<file path="config.mk">
export PLATFORM = sky130hd
export DESIGN_NAME = sbr_reset_ctrl
export DESIGN_NICKNAME = d
export VERILOG_FILES = /design/src/sbr_pkg.sv /design/src/sbr_edge_sync.sv /design/src/sbr_heartbeat_mon.sv /design/src/sbr_reset_ctrl.sv
export SDC_FILE = /design/constraint.sdc
export NUM_CORES = 1
export LEC_CHECK = 0
export BUFFER_PORTS_ARGS = -buffer_cell sky130_fd_sc_hd__buf_4
export CAP_MARGIN = 15
export CORE_UTILIZATION = 54
export CTS_CLUSTER_DIAMETER = 40
export DETAILED_ROUTE_END_ITERATION = 7
export HOLD_SLACK_MARGIN = 0.1
export MAX_ROUTING_LAYER = met4
export PLACE_DENSITY = 0.78
export SYNTH_ARGS = -nofsm -noshare
export SYNTH_HDL_FRONTEND = slang
export SYNTH_SLANG_ARGS = --single-unit
</file>
<file path="constraint.sdc">
create_clock -name clk_sys -period 2.4 [get_ports clk_sys]
set_input_delay 0.48 -clock clk_sys [delete_from_list [all_inputs] [get_ports clk_sys]]
set_output_delay 0.48 -clock clk_sys [all_outputs]
set_load 0.03 [all_outputs]
</file>
<file path="src/sbr_pkg.sv">
/*
 * sbr_pkg: shared constants and carrier types for the secure-boot reset and isolation control.
 * assumes one 100 MHz clock and no register bus.
 */
`default_nettype none
package sbr_pkg;
	localparam int          CLK_MHZ            = 100;
	localparam int          HB_TIMEOUT_US      = 1000;
	localparam int          HB_TIMEOUT_CYC     = HB_TIMEOUT_US * CLK_MHZ;
	localparam int          TRISTATE_SETTLE_NS = 20;
	localparam int          TRISTATE_CYC       = (TRISTATE_SETTLE_NS + 9) / 10;
	localparam logic [3:0]  ISO_RESET          = 4'hf;
	localparam logic        RESET_OUT_RESET    = 1'h0;
	localparam int          SYNC_STAGES        = 2;

	typedef enum logic [2:0] {
		SBR_ST_AUTH     = 3'h0,
		SBR_ST_TRISTATE = 3'h1,
		SBR_ST_RELEASE  = 3'h2,
		SBR_ST_RUN      = 3'h3,
		SBR_ST_FATAL    = 3'h4
	} sbr_state_t;

	// events detected on the monitored inputs
	typedef struct packed {
		logic system_reset;
		logic external_reset;
		logic primary_unexpected;
		logic secondary_unexpected;
		logic watchdog;
	} sbr_events_t;

	// result handed over by the authentication engine
	typedef struct packed {
		logic       done;
		logic       primary_ok;
		logic       secondary_ok;
		logic [3:0] flash_pass;
	} sbr_auth_t;
endpackage : sbr_pkg
`default_nettype wire

</file>
<file path="src/sbr_edge_sync.sv">
/*
 * sbr_edge_sync: two-flop synchroniser with rise and fall pulses.
 * assumes an input asynchronous to clk_sys.
 */
`timescale 1ns/1ps
`default_nettype none
module sbr_edge_sync #(
	parameter logic INIT = 1'h1
) (
	input  wire logic clk_sys,
	input  wire logic rst_n,
	input  wire logic async_in,
	output logic      level,
	output logic      rise,
	output logic      fall
);
	logic meta_q;
	logic sync_q;
	logic prev_q;

	always_ff @(posedge clk_sys or negedge rst_n) begin
		if (!rst_n) begin
			meta_q <= INIT;
			sync_q <= INIT;
			prev_q <= INIT;
		end else begin
			meta_q <= async_in;
			sync_q <= meta_q;
			prev_q <= sync_q;
		end
	end

	assign level = sync_q;
	assign rise  = sync_q & ~prev_q;
	assign fall  = ~sync_q & prev_q;
endmodule : sbr_edge_sync
`default_nettype wire

</file>
<file path="src/sbr_heartbeat_mon.sv">
/*
 * sbr_heartbeat_mon: flags a stopped host heartbeat after a timeout.
 * assumes a synchronised heartbeat level and an enable that is high in runtime.
 */
`timescale 1ns/1ps
`default_nettype none
module sbr_heartbeat_mon #(
	parameter int TIMEOUT_CYC = sbr_pkg::HB_TIMEOUT_CYC
) (
	input  wire logic clk_sys,
	input  wire logic rst_n,
	input  wire logic enable,
	input  wire logic hb_level,
	output logic      stalled
);
	localparam int CW = $clog2(TIMEOUT_CYC + 1);
	logic [CW-1:0] cnt_q;
	logic          prev_q;

	always_ff @(posedge clk_sys or negedge rst_n) begin
		if (!rst_n) begin
			cnt_q   <= '0;
			prev_q  <= 1'h1;
			stalled <= 1'h0;
		end else begin
			prev_q  <= hb_level;
			stalled <= 1'h0;
			if (!enable || (hb_level != prev_q)) begin
				cnt_q <= '0;
			end else if (cnt_q == CW'(TIMEOUT_CYC - 1)) begin
				cnt_q   <= '0;
				stalled <= 1'h1;
			end else begin
				cnt_q <= cnt_q + CW'(1);
			end
		end
	end
endmodule : sbr_heartbeat_mon
`default_nettype wire

</file>
<file path="src/sbr_reset_ctrl.sv">
/*
 * sbr_reset_ctrl: holds hosts in reset, isolates flash, watches reset sources, signals status.
 * assumes an authentication engine that starts on the auth_start pulse and returns sbr_auth_t.
 */
// Notes on behaviour
// - primary reset stays low from power-up until primary images authenticate
// - secondary reset stays low until secondary images authenticate
// - secondary reset never high while primary reset is low
// - runtime reset output mirrors primary reset during authentication
// - falling reset-detect counts as unexpected reset only while primary reset high
// - both watchdog inputs are rising-edge events
// - fatal-error low when primary reset cannot be released
// - remote-access high whenever fatal-error is low
// - four isolation outputs, high cuts host from that flash
// - own shared flash port tristated before primary isolation goes low
// - falling system-reset detect resets host and re-authenticates everything, any time
// - falling external reset in runtime asserts runtime reset, re-authenticates primary
// - stopped heartbeat after release is handled as watchdog event
// - bypass input skips authentication when enabled and 1
// - two active-high auth LEDs and one active-low progress LED
// - each optional pin function gated by its own configuration bit, except the address strap, which is always sampled
// - alert output is only pulled low, never driven high
// - address strap sampled to select target address
// - secondary reset monitor detects resets not generated here
// - fatal, pending and complete status encodings on error, reset, isolation pins
`timescale 1ns/1ps
`default_nettype none
module sbr_reset_ctrl #(
	parameter int HB_TIMEOUT_CYC = sbr_pkg::HB_TIMEOUT_CYC
) (
	input  wire logic          clk_sys,
	input  wire logic          rst_n,
	input  wire logic          system_reset_detect_n,
	input  wire logic          primary_host_reset_detect_n,
	input  wire logic          external_reset_in_n,
	input  wire logic          primary_host_heartbeat_n,
	input  wire logic          secondary_host_reset_monitor_n,
	input  wire logic          host_watchdog_reset_a,
	input  wire logic          host_watchdog_reset_b,
	input  wire logic          auth_bypass,
	input  wire logic          target_address_strap,
	input  wire logic          cfg_secondary_en,
	input  wire logic          cfg_external_reset_en,
	input  wire logic          cfg_system_reset_en,
	input  wire logic          cfg_reset_detect_en,
	input  wire logic          cfg_heartbeat_en,
	input  wire logic          cfg_secondary_monitor_en,
	input  wire logic          cfg_watchdog_en,
	input  wire logic          cfg_bypass_en,
	input  wire logic          cfg_alert_en,
	input  wire sbr_pkg::sbr_auth_t auth_result,
	input  wire logic          fw_alert,
	output logic               auth_start,
	output logic               auth_primary_only,
	output logic               primary_host_reset_n,
	output logic               secondary_host_reset_n,
	output logic               runtime_host_reset_n,
	output logic               fatal_error_n,
	output logic               remote_access,
	output logic               primary_flash0_isolate,
	output logic               primary_flash1_isolate,
	output logic               secondary_flash0_isolate,
	output logic               secondary_flash1_isolate,
	output logic               shared_flash_port_oe,
	output logic               primary_auth_led,
	output logic               secondary_auth_led,
	output logic               boot_progress_led_n,
	output logic               host_alert_out,
	output logic               host_alert_oe,
	output logic               target_address_sel,
	output sbr_pkg::sbr_events_t events
);
	////////////////////////////////////////////////////////////////////////
	// input synchronisers
	logic sys_fall;
	logic det_fall;
	logic ext_fall;
	logic hb_lvl;
	logic mon_fall;
	logic wda_rise, wdb_rise;
	logic byp_lvl, strap_lvl;
	logic hb_stall;

	sbr_edge_sync #(.INIT(1'h1)) u_sys (.clk_sys(clk_sys), .rst_n(rst_n), .async_in(system_reset_detect_n),
		.level(), .rise(), .fall(sys_fall));
	sbr_edge_sync #(.INIT(1'h0)) u_det (.clk_sys(clk_sys), .rst_n(rst_n), .async_in(primary_host_reset_detect_n),
		.level(), .rise(), .fall(det_fall));
	sbr_edge_sync #(.INIT(1'h1)) u_ext (.clk_sys(clk_sys), .rst_n(rst_n), .async_in(external_reset_in_n),
		.level(), .rise(), .fall(ext_fall));
	sbr_edge_sync #(.INIT(1'h1)) u_hb (.clk_sys(clk_sys), .rst_n(rst_n), .async_in(primary_host_heartbeat_n),
		.level(hb_lvl), .rise(), .fall());
	sbr_edge_sync #(.INIT(1'h1)) u_mon (.clk_sys(clk_sys), .rst_n(rst_n), .async_in(secondary_host_reset_monitor_n),
		.level(), .rise(), .fall(mon_fall));
	sbr_edge_sync #(.INIT(1'h0)) u_wda (.clk_sys(clk_sys), .rst_n(rst_n), .async_in(host_watchdog_reset_a),
		.level(), .rise(wda_rise), .fall());
	sbr_edge_sync #(.INIT(1'h0)) u_wdb (.clk_sys(clk_sys), .rst_n(rst_n), .async_in(host_watchdog_reset_b),
		.level(), .rise(wdb_rise), .fall());
	sbr_edge_sync #(.INIT(1'h0)) u_byp (.clk_sys(clk_sys), .rst_n(rst_n), .async_in(auth_bypass),
		.level(byp_lvl), .rise(), .fall());
	sbr_edge_sync #(.INIT(1'h0)) u_strap (.clk_sys(clk_sys), .rst_n(rst_n), .async_in(target_address_strap),
		.level(strap_lvl), .rise(), .fall());

	////////////////////////////////////////////////////////////////////////
	// event decode
	sbr_pkg::sbr_state_t state_q;
	logic                in_run;
	logic                pri_rst_q;
	logic                sec_rst_q;
	logic                ext_rst_q;
	logic                owned_sec_q;

	assign in_run = (state_q == sbr_pkg::SBR_ST_RUN);

	sbr_heartbeat_mon #(.TIMEOUT_CYC(HB_TIMEOUT_CYC)) u_hbmon (
		.clk_sys  (clk_sys),
		.rst_n    (rst_n),
		.enable   (cfg_heartbeat_en & in_run & pri_rst_q),
		.hb_level (hb_lvl),
		.stalled  (hb_stall)
	);

	always_comb begin
		events.system_reset         = cfg_system_reset_en & sys_fall;
		events.external_reset       = cfg_external_reset_en & ext_fall & in_run;
		events.primary_unexpected   = cfg_reset_detect_en & det_fall & pri_rst_q;
		events.secondary_unexpected = cfg_secondary_monitor_en & mon_fall & ~owned_sec_q;
		events.watchdog             = in_run & ((cfg_watchdog_en & (wda_rise | wdb_rise)) | hb_stall);
	end

	////////////////////////////////////////////////////////////////////////
	// sequencer
	logic [3:0]                       iso_q;
	logic [3:0]                       iso_d;
	logic                             primary_only_q;
	localparam int                    TRI_CW = $clog2(sbr_pkg::TRISTATE_CYC + 1);
	logic [TRI_CW-1:0]                tri_cnt_q;
	logic                             fatal_q;
	logic                             start_q;
	logic                             bypass;
	logic                             full_reauth;

	assign bypass      = cfg_bypass_en & byp_lvl;
	assign full_reauth = events.system_reset | events.primary_unexpected | events.watchdog;

	always_comb begin
		iso_d = ~auth_result.flash_pass;
		if (bypass) begin
			iso_d = 4'h0;
		end
		if (!cfg_secondary_en) begin
			iso_d[3:2] = 2'h3;
		end
	end

	always_ff @(posedge clk_sys or negedge rst_n) begin
		if (!rst_n) begin
			state_q        <= sbr_pkg::SBR_ST_AUTH;
			iso_q          <= sbr_pkg::ISO_RESET;
			pri_rst_q      <= sbr_pkg::RESET_OUT_RESET;
			sec_rst_q      <= sbr_pkg::RESET_OUT_RESET;
			ext_rst_q      <= sbr_pkg::RESET_OUT_RESET;
			fatal_q        <= 1'h0;
			start_q        <= 1'h1;
			primary_only_q <= 1'h0;
			tri_cnt_q      <= '0;
		end else begin
			start_q <= 1'h0;
			if (full_reauth) begin
				state_q        <= sbr_pkg::SBR_ST_AUTH;
				pri_rst_q      <= 1'h0;
				sec_rst_q      <= 1'h0;
				ext_rst_q      <= 1'h0;
				iso_q          <= sbr_pkg::ISO_RESET;
				fatal_q        <= 1'h0;
				start_q        <= 1'h1;
				primary_only_q <= 1'h0;
			end else if (events.external_reset) begin
				state_q        <= sbr_pkg::SBR_ST_AUTH;
				ext_rst_q      <= 1'h0;
				pri_rst_q      <= 1'h0;
				sec_rst_q      <= 1'h0;
				iso_q[1:0]     <= 2'h3;
				start_q        <= 1'h1;
				primary_only_q <= 1'h1;
			end else begin
				case (state_q)
					sbr_pkg::SBR_ST_AUTH: begin
						if (bypass || auth_result.done) begin
							if (!bypass && !auth_result.primary_ok) begin
								state_q <= sbr_pkg::SBR_ST_FATAL;
								fatal_q <= 1'h1;
							end else begin
								state_q   <= sbr_pkg::SBR_ST_TRISTATE;
								tri_cnt_q <= '0;
							end
						end
					end
					sbr_pkg::SBR_ST_TRISTATE: begin
						if (tri_cnt_q == TRI_CW'(sbr_pkg::TRISTATE_CYC - 1)) begin
							state_q <= sbr_pkg::SBR_ST_RELEASE;
							if (primary_only_q) begin
								iso_q[1:0] <= iso_d[1:0];
							end else begin
								iso_q <= iso_d;
							end
						end else begin
							tri_cnt_q <= tri_cnt_q + TRI_CW'(1);
						end
					end
					sbr_pkg::SBR_ST_RELEASE: begin
						state_q   <= sbr_pkg::SBR_ST_RUN;
						pri_rst_q <= 1'h1;
						ext_rst_q <= 1'h1;
					end
					sbr_pkg::SBR_ST_RUN: begin
						if (!sec_rst_q && cfg_secondary_en && pri_rst_q &&
						    (bypass || auth_result.secondary_ok)) begin
							sec_rst_q <= 1'h1;
						end
					end
					sbr_pkg::SBR_ST_FATAL: begin
						state_q <= sbr_pkg::SBR_ST_FATAL;
					end
					default: begin
						state_q <= sbr_pkg::SBR_ST_AUTH;
					end
				endcase
			end
		end
	end

	// track whether the secondary reset low came from here
	always_ff @(posedge clk_sys or negedge rst_n) begin
		if (!rst_n) begin
			owned_sec_q <= 1'h1;
		end else begin
			owned_sec_q <= ~sec_rst_q;
		end
	end

	////////////////////////////////////////////////////////////////////////
	// strap capture, alert and leds
	logic strap_done_q;
	logic addr_q;
	logic [1:0] strap_wait_q;
	logic alert_q;
	logic pled_q, sled_q, prog_q;

	always_ff @(posedge clk_sys or negedge rst_n) begin
		if (!rst_n) begin
			strap_done_q <= 1'h0;
			strap_wait_q <= 2'h0;
			addr_q       <= 1'h0;
		end else if (!strap_done_q) begin
			strap_wait_q <= strap_wait_q + 2'h1;
			if (strap_wait_q == 2'h3) begin
				addr_q       <= strap_lvl;
				strap_done_q <= 1'h1;
			end
		end
	end

	always_ff @(posedge clk_sys or negedge rst_n) begin
		if (!rst_n) begin
			alert_q <= 1'h0;
			pled_q  <= 1'h0;
			sled_q  <= 1'h0;
			prog_q  <= 1'h1;
		end else begin
			alert_q <= cfg_alert_en & fw_alert;
			pled_q  <= pri_rst_q;
			sled_q  <= sec_rst_q;
			prog_q  <= ~(in_run | fatal_q);
		end
	end

	assign host_alert_out     = 1'h0;
	assign host_alert_oe      = alert_q;
	assign target_address_sel = addr_q;
	assign primary_auth_led   = pled_q;
	assign secondary_auth_led = sled_q;
	assign boot_progress_led_n = prog_q;

	////////////////////////////////////////////////////////////////////////
	// outputs
	assign auth_start               = start_q;
	assign auth_primary_only        = primary_only_q;
	assign primary_host_reset_n     = pri_rst_q;
	assign secondary_host_reset_n   = sec_rst_q & pri_rst_q;
	assign runtime_host_reset_n     = ext_rst_q;
	assign fatal_error_n            = ~fatal_q;
	assign remote_access            = fatal_q;
	assign primary_flash0_isolate   = iso_q[0];
	assign primary_flash1_isolate   = iso_q[1];
	assign secondary_flash0_isolate = iso_q[2];
	assign secondary_flash1_isolate = iso_q[3];
	assign shared_flash_port_oe     = (state_q == sbr_pkg::SBR_ST_AUTH) & ~pri_rst_q;
endmodule : sbr_reset_ctrl
`default_nettype wire

</file>
* Word-level counts from Yosys, hierarchy flattened
Cells that the tools add are included.
Cells by class: bitwise operators 41, add/sub/neg operators 3, equal/unequal tests 16, reductions and logical operators 31, muxes and demuxes 40
Operators by type and width (number):
- two-way mux 17 bit | 2
- AND 1 bit | 21
- two-way mux 1 bit | 20
- adder 17 x 1 -> 17 bit, second input constant | 1
- == test 17 bit, second input constant | 1
- two-way mux 4 bit | 4
- two-way mux 3 bit | 5
- case mux 3 bit (5 select lines) | 1
- nonzero test 3 bit | 5
- two-way mux 2 bit | 7
- inverter 1 bit | 14
- nonzero test 2 bit | 7
- != test 4 bit, second input constant | 2
- AND reduction 4 bit | 2
- == test 3 x 2 -> 1 bit, second input constant | 2
- != test 2 bit, second input constant | 3
- AND reduction 2 bit | 3
- AND reduction 6 bit | 1
- OR 1 bit | 5
- adder 2 x 1 -> 2 bit, second input constant | 2
- logical AND 1 bit | 4
- logical NOT 1 bit | 4
- != test 2 x 1 -> 1 bit, second input constant | 2
- inverter 4 bit | 1
- 10 further kinds | 12
Word-level totals: output and inout port bits 23, input bits 28, register bits after elaboration 66, word-level logic and storage cells 175

* Depth between registers and ports, before layout
word-level depth 9, gate-level depth with buffers 8, gate-level depth less buffers 6

* Cells and area by module
From an unflattened synthesis, not the netlist that was laid out.
Unflattened totals: cell total of the unflattened synthesis 237, area, all modules 2995.4 um2
Modules (own cells, without submodules):
- sbr_reset_ctrl | cells each 103, times used 1, area each 1186.1 um2
- sbr_heartbeat_mon | cells each 89, times used 1, area each 983.4 um2
- sbr_edge_sync (u_byp ...) | cells each 5, times used 5, area each 90.1 um2
- sbr_edge_sync (u_ext ...) | cells each 5, times used 4, area each 93.8 um2

* Worst setup path before layout
Ideal clock, no wire load.
kind register to output, start register state_q[0], end output shared_flash_port_oe, buffers on the path 1, slack 0.350 ns, required time 1.920 ns, arrival 1.570 ns, stages on the path, launching flop included 3, cell sequence dfrtp_1 clkbuf_1 nor4_1
On the way: longest elaborated chain between the ends 2
Ends and longest elaborated chain:
- start, declared | line sbr_reset_ctrl.sv:105 | sbr_pkg::sbr_state_t state_q;
- start signal, assigned | line sbr_reset_ctrl.sv:157 | state_q <= sbr_pkg::SBR_ST_AUTH;
- start signal, assigned | line sbr_reset_ctrl.sv:169 | state_q <= sbr_pkg::SBR_ST_AUTH;
- start signal, assigned | line sbr_reset_ctrl.sv:178 | state_q <= sbr_pkg::SBR_ST_AUTH;
- logical NOT 3 bit | line sbr_reset_ctrl.sv:297 | assign shared_flash_port_oe = (state_q == sbr_pkg::SBR_ST_AUTH) & ~pri_rst_q;
- AND 1 bit | line sbr_reset_ctrl.sv:297
- end, declared | line sbr_reset_ctrl.sv:64 | output logic shared_flash_port_oe,
No other way between the ends.

==> results.ini <==
[setup_path]
critPathRequiredTime_ns=1.92
crit_fanout=13
critPathArrivalTime_ns=1.74
setup.worst_path.end_class=output port
crit_path_start=state_q[0]
worst-setup-path-type=flip-flop to output port
rrSetupSlack_ns=0.52
worstReg2RegStart=state_q[0]
worstRegToRegCells=4
endpoint=events[3]
start_kind=flip-flop
r2r-end=tri_cnt_q[0]

[sta]
relSlewSlack_pct=47.99
max_freq_mhz=451.4
finalHoldViolCount=0
fin_crit_ns=2.215
post-route-period-util_pct=92.30
rsz0062_at_grt=no
slew_viol_final=0
skew_ns=0.008815
setup_ws_ns=0.1847
setup_viol=0
whs_ns=0.1939
fin_setup_tns_ns=0
max_slew.worst_pin.slew_ns=0.7801

[floorplanning]
dieArea_um2=5203
die_x_um=72.14
coreArea_um2=4723
row_count=25
dieHeight_um=72.14
num_io_pins=51
initial_core_util_pct=56.24

[clock_network]
cts_tree=yes
cts-root-buf=clkbuf_8
cts_made_buffers=9
cts_num_sinks=66
post_cts_buffers=0
insertion_delay_ns=0.34
clockBufferDepth=2
postCtsResizedCells=0
htree_levels=3
hold_buffers=0
clkTransAtPathRegs_ns=0.07

[logic_synthesis]
synth_most_common_cell=dfrtp_1
yosys-top-cells-count=47 x dfrtp_1, 24 x nor2_1, 19 x dfstp_2
async_flop_share_pct=100.0
synthDistinctLibCells=48
yosysTopAreaCellShare_pct=44.28
ys_ff_latch=66
synth_seq_area_share_pct=63.07
synth_largest_area_cell=dfrtp_1
yosysWarningCount=0
synth_top_cells_by_area=dfrtp_1 44%, dfstp_2 19%, nor2_1 3.4%
synth-main-ff-cell=dfrtp_1
syn_nets=248
synth_area_um2=2656
synth_area_per_cell_um2=12.24
synth_edf_count=0
syn-instance-count=217

[power_and_ir_drop]
finalPower_mw=3.136
p_leak_nw=1.423
power_density_nw_per_um2=961.1
ir_drop_mv=0.4996

[routing]
routed_wl_um=4646
ant_nets=0
drt-initial-drc-count=119
drc_errors=0
avgViaCountPerCell=5.158
vias=1764
wl_per_cell_um=13.58
dr.pass1.iters=4

[run]
max_cap_violations=0

[global_route]
gr-total-overflow=0
track_usage_pct=20.83
grt_pass1_vias=1714
antenna_found_initial=0
grt_pass1_wl_um=7686
grt_max_degree=67

[worst_hold_path]
hp-class=input pin to asynchronous set/reset pin

[placed_design]
hpwl_um=3158
routabilityCongestion=0.8247
preCtsSetupSlack_ns=0.5165
port_buffers=49

[finish]
drive_above_1_share_pct=36.00
diodes=0
areaGrowthSynthToFinish_pct=22.85
nNetsFinal=301

[status]
status=completed

-- flip-flops by register name, summed over array words and instances, names as in the netlist, 2 cells and up --
name,flops
state_q,3
u_hbmon.cnt_q,17
tri_cnt_q,2
strap_wait_q,2
iso_q,4
-- layout by cell type, fill, tap and decap left out, types with 2 or more instances in the layout --
master / Yosys / final
nand2_1: 10 / 10
xnor2_1: 6 / 6
nor2_1: 24 / 24
and3b_1: 2 / 2
o311ai_0: 2 / 2
o21a_1: 2 / 2
ha_1: 3 / 3
nor3_2: 2 / 2
buf_4: 2 / 50
xor2_1: 7 / 7
inv_1: 6 / 6
nand4_1: 6 / 6
nand2b_1: 4 / 4
and4_2: 2 / 2
a21oi_1: 8 / 8
mux2_2: 3 / 3
nor4bb_1: 3 / 3
or3_1: 4 / 4
nor3_1: 5 / 5
nor4_1: 4 / 4
dfstp_2: 19 / 19
nand3_1: 8 / 8
o21ai_0: 8 / 8
and2_1: 4 / 4
clkbuf_8: 0 / 10
dfrtp_1: 47 / 47
clkinv_2: 0 / 2
nor2b_1: 2 / 2
-- through the flow --
| step | utilization, % | cell area (um2) | std cells |
|---|---|---|---|
| 4_1_cts | 69.09 | 3263 | 342 |
| 6_report | 69.09 | 3263 | 342 |
| 3_3_place_gp | 64.79 | 3060 | 326 |
| 3_5_place_dp | 64.79 | 3060 | 326 |
| 2_1_floorplan | - | 2656 | 217 |
| 5_1_grt | 69.09 | 3263 | 342 |
-- power breakdown --
part / total [mW] / switching (mW) / internal, mW
clock: 0.932 / 0.423 / 0.509
combinational: 0.779 / 0.461 / 0.319
sequential: 1.42 / 0.132 / 1.29
-- critical path, cell delays in order, from the launching register on --
cell      delay [ns]
dfrtp_1         0.56
nand3b_1        0.23
nor3_2          0.37
buf_4           0.24
-- worst min-delay path by stage --
stage | to | slack [ns] | depth (start not counted)
finish | primary_auth_led | 0.19 | 1
global placement | u_wdb.level | 0.33 | 0
CTS | secondary_auth_led | 0.23 | 1
detailed placement | u_wda.level | 0.33 | 0
global route | u_mon.meta_q | 0.22 | 1
floorplan | auth_primary_only | 0.18 | 0
-- kinds of logic after synthesis --
| group | count (synthesis) | synth area share, % |
|---|---|---|
| adders and majority gates | 3 | 1.413 |
| muxes | 4 | 1.649 |
| AOI/OAI and AO/OA | 24 | 6.265 |
| and+or+nand+nor | 92 | 20.25 |
| xor gates and xnor gates | 13 | 4.286 |
| other | 1 | 0.1412 |
| buffers and inverters | 14 | 2.920 |
| DFF | 66 | 63.07 |
-- cell type report --
class	count	area, um2
flip-flops and latches	66	1675
inverters	6	22.52
multi-input cells	137	903.4
repair buffers	50	375.4
well taps	67	83.83
clock buffers	10	137.6
clock inverters	6	65.06
fillers	362	1460
-- per-layer routing --
| metal | global-route usage (%) | vias to the layer above | part of all wire (%) |
|---|---|---|---|
| li1 | - | 859 | - |
| met1 | 25.59 | 842 | 44 |
| met2 | 31.67 | 53 | 48 |
| met3 | 5.139 | 10 | 4.7 |
| met4 | 11.76 | 0 | 2.5 |
| met5 | - | - | 0 |
No activity file was read; power rests on OpenSTA's default activity.
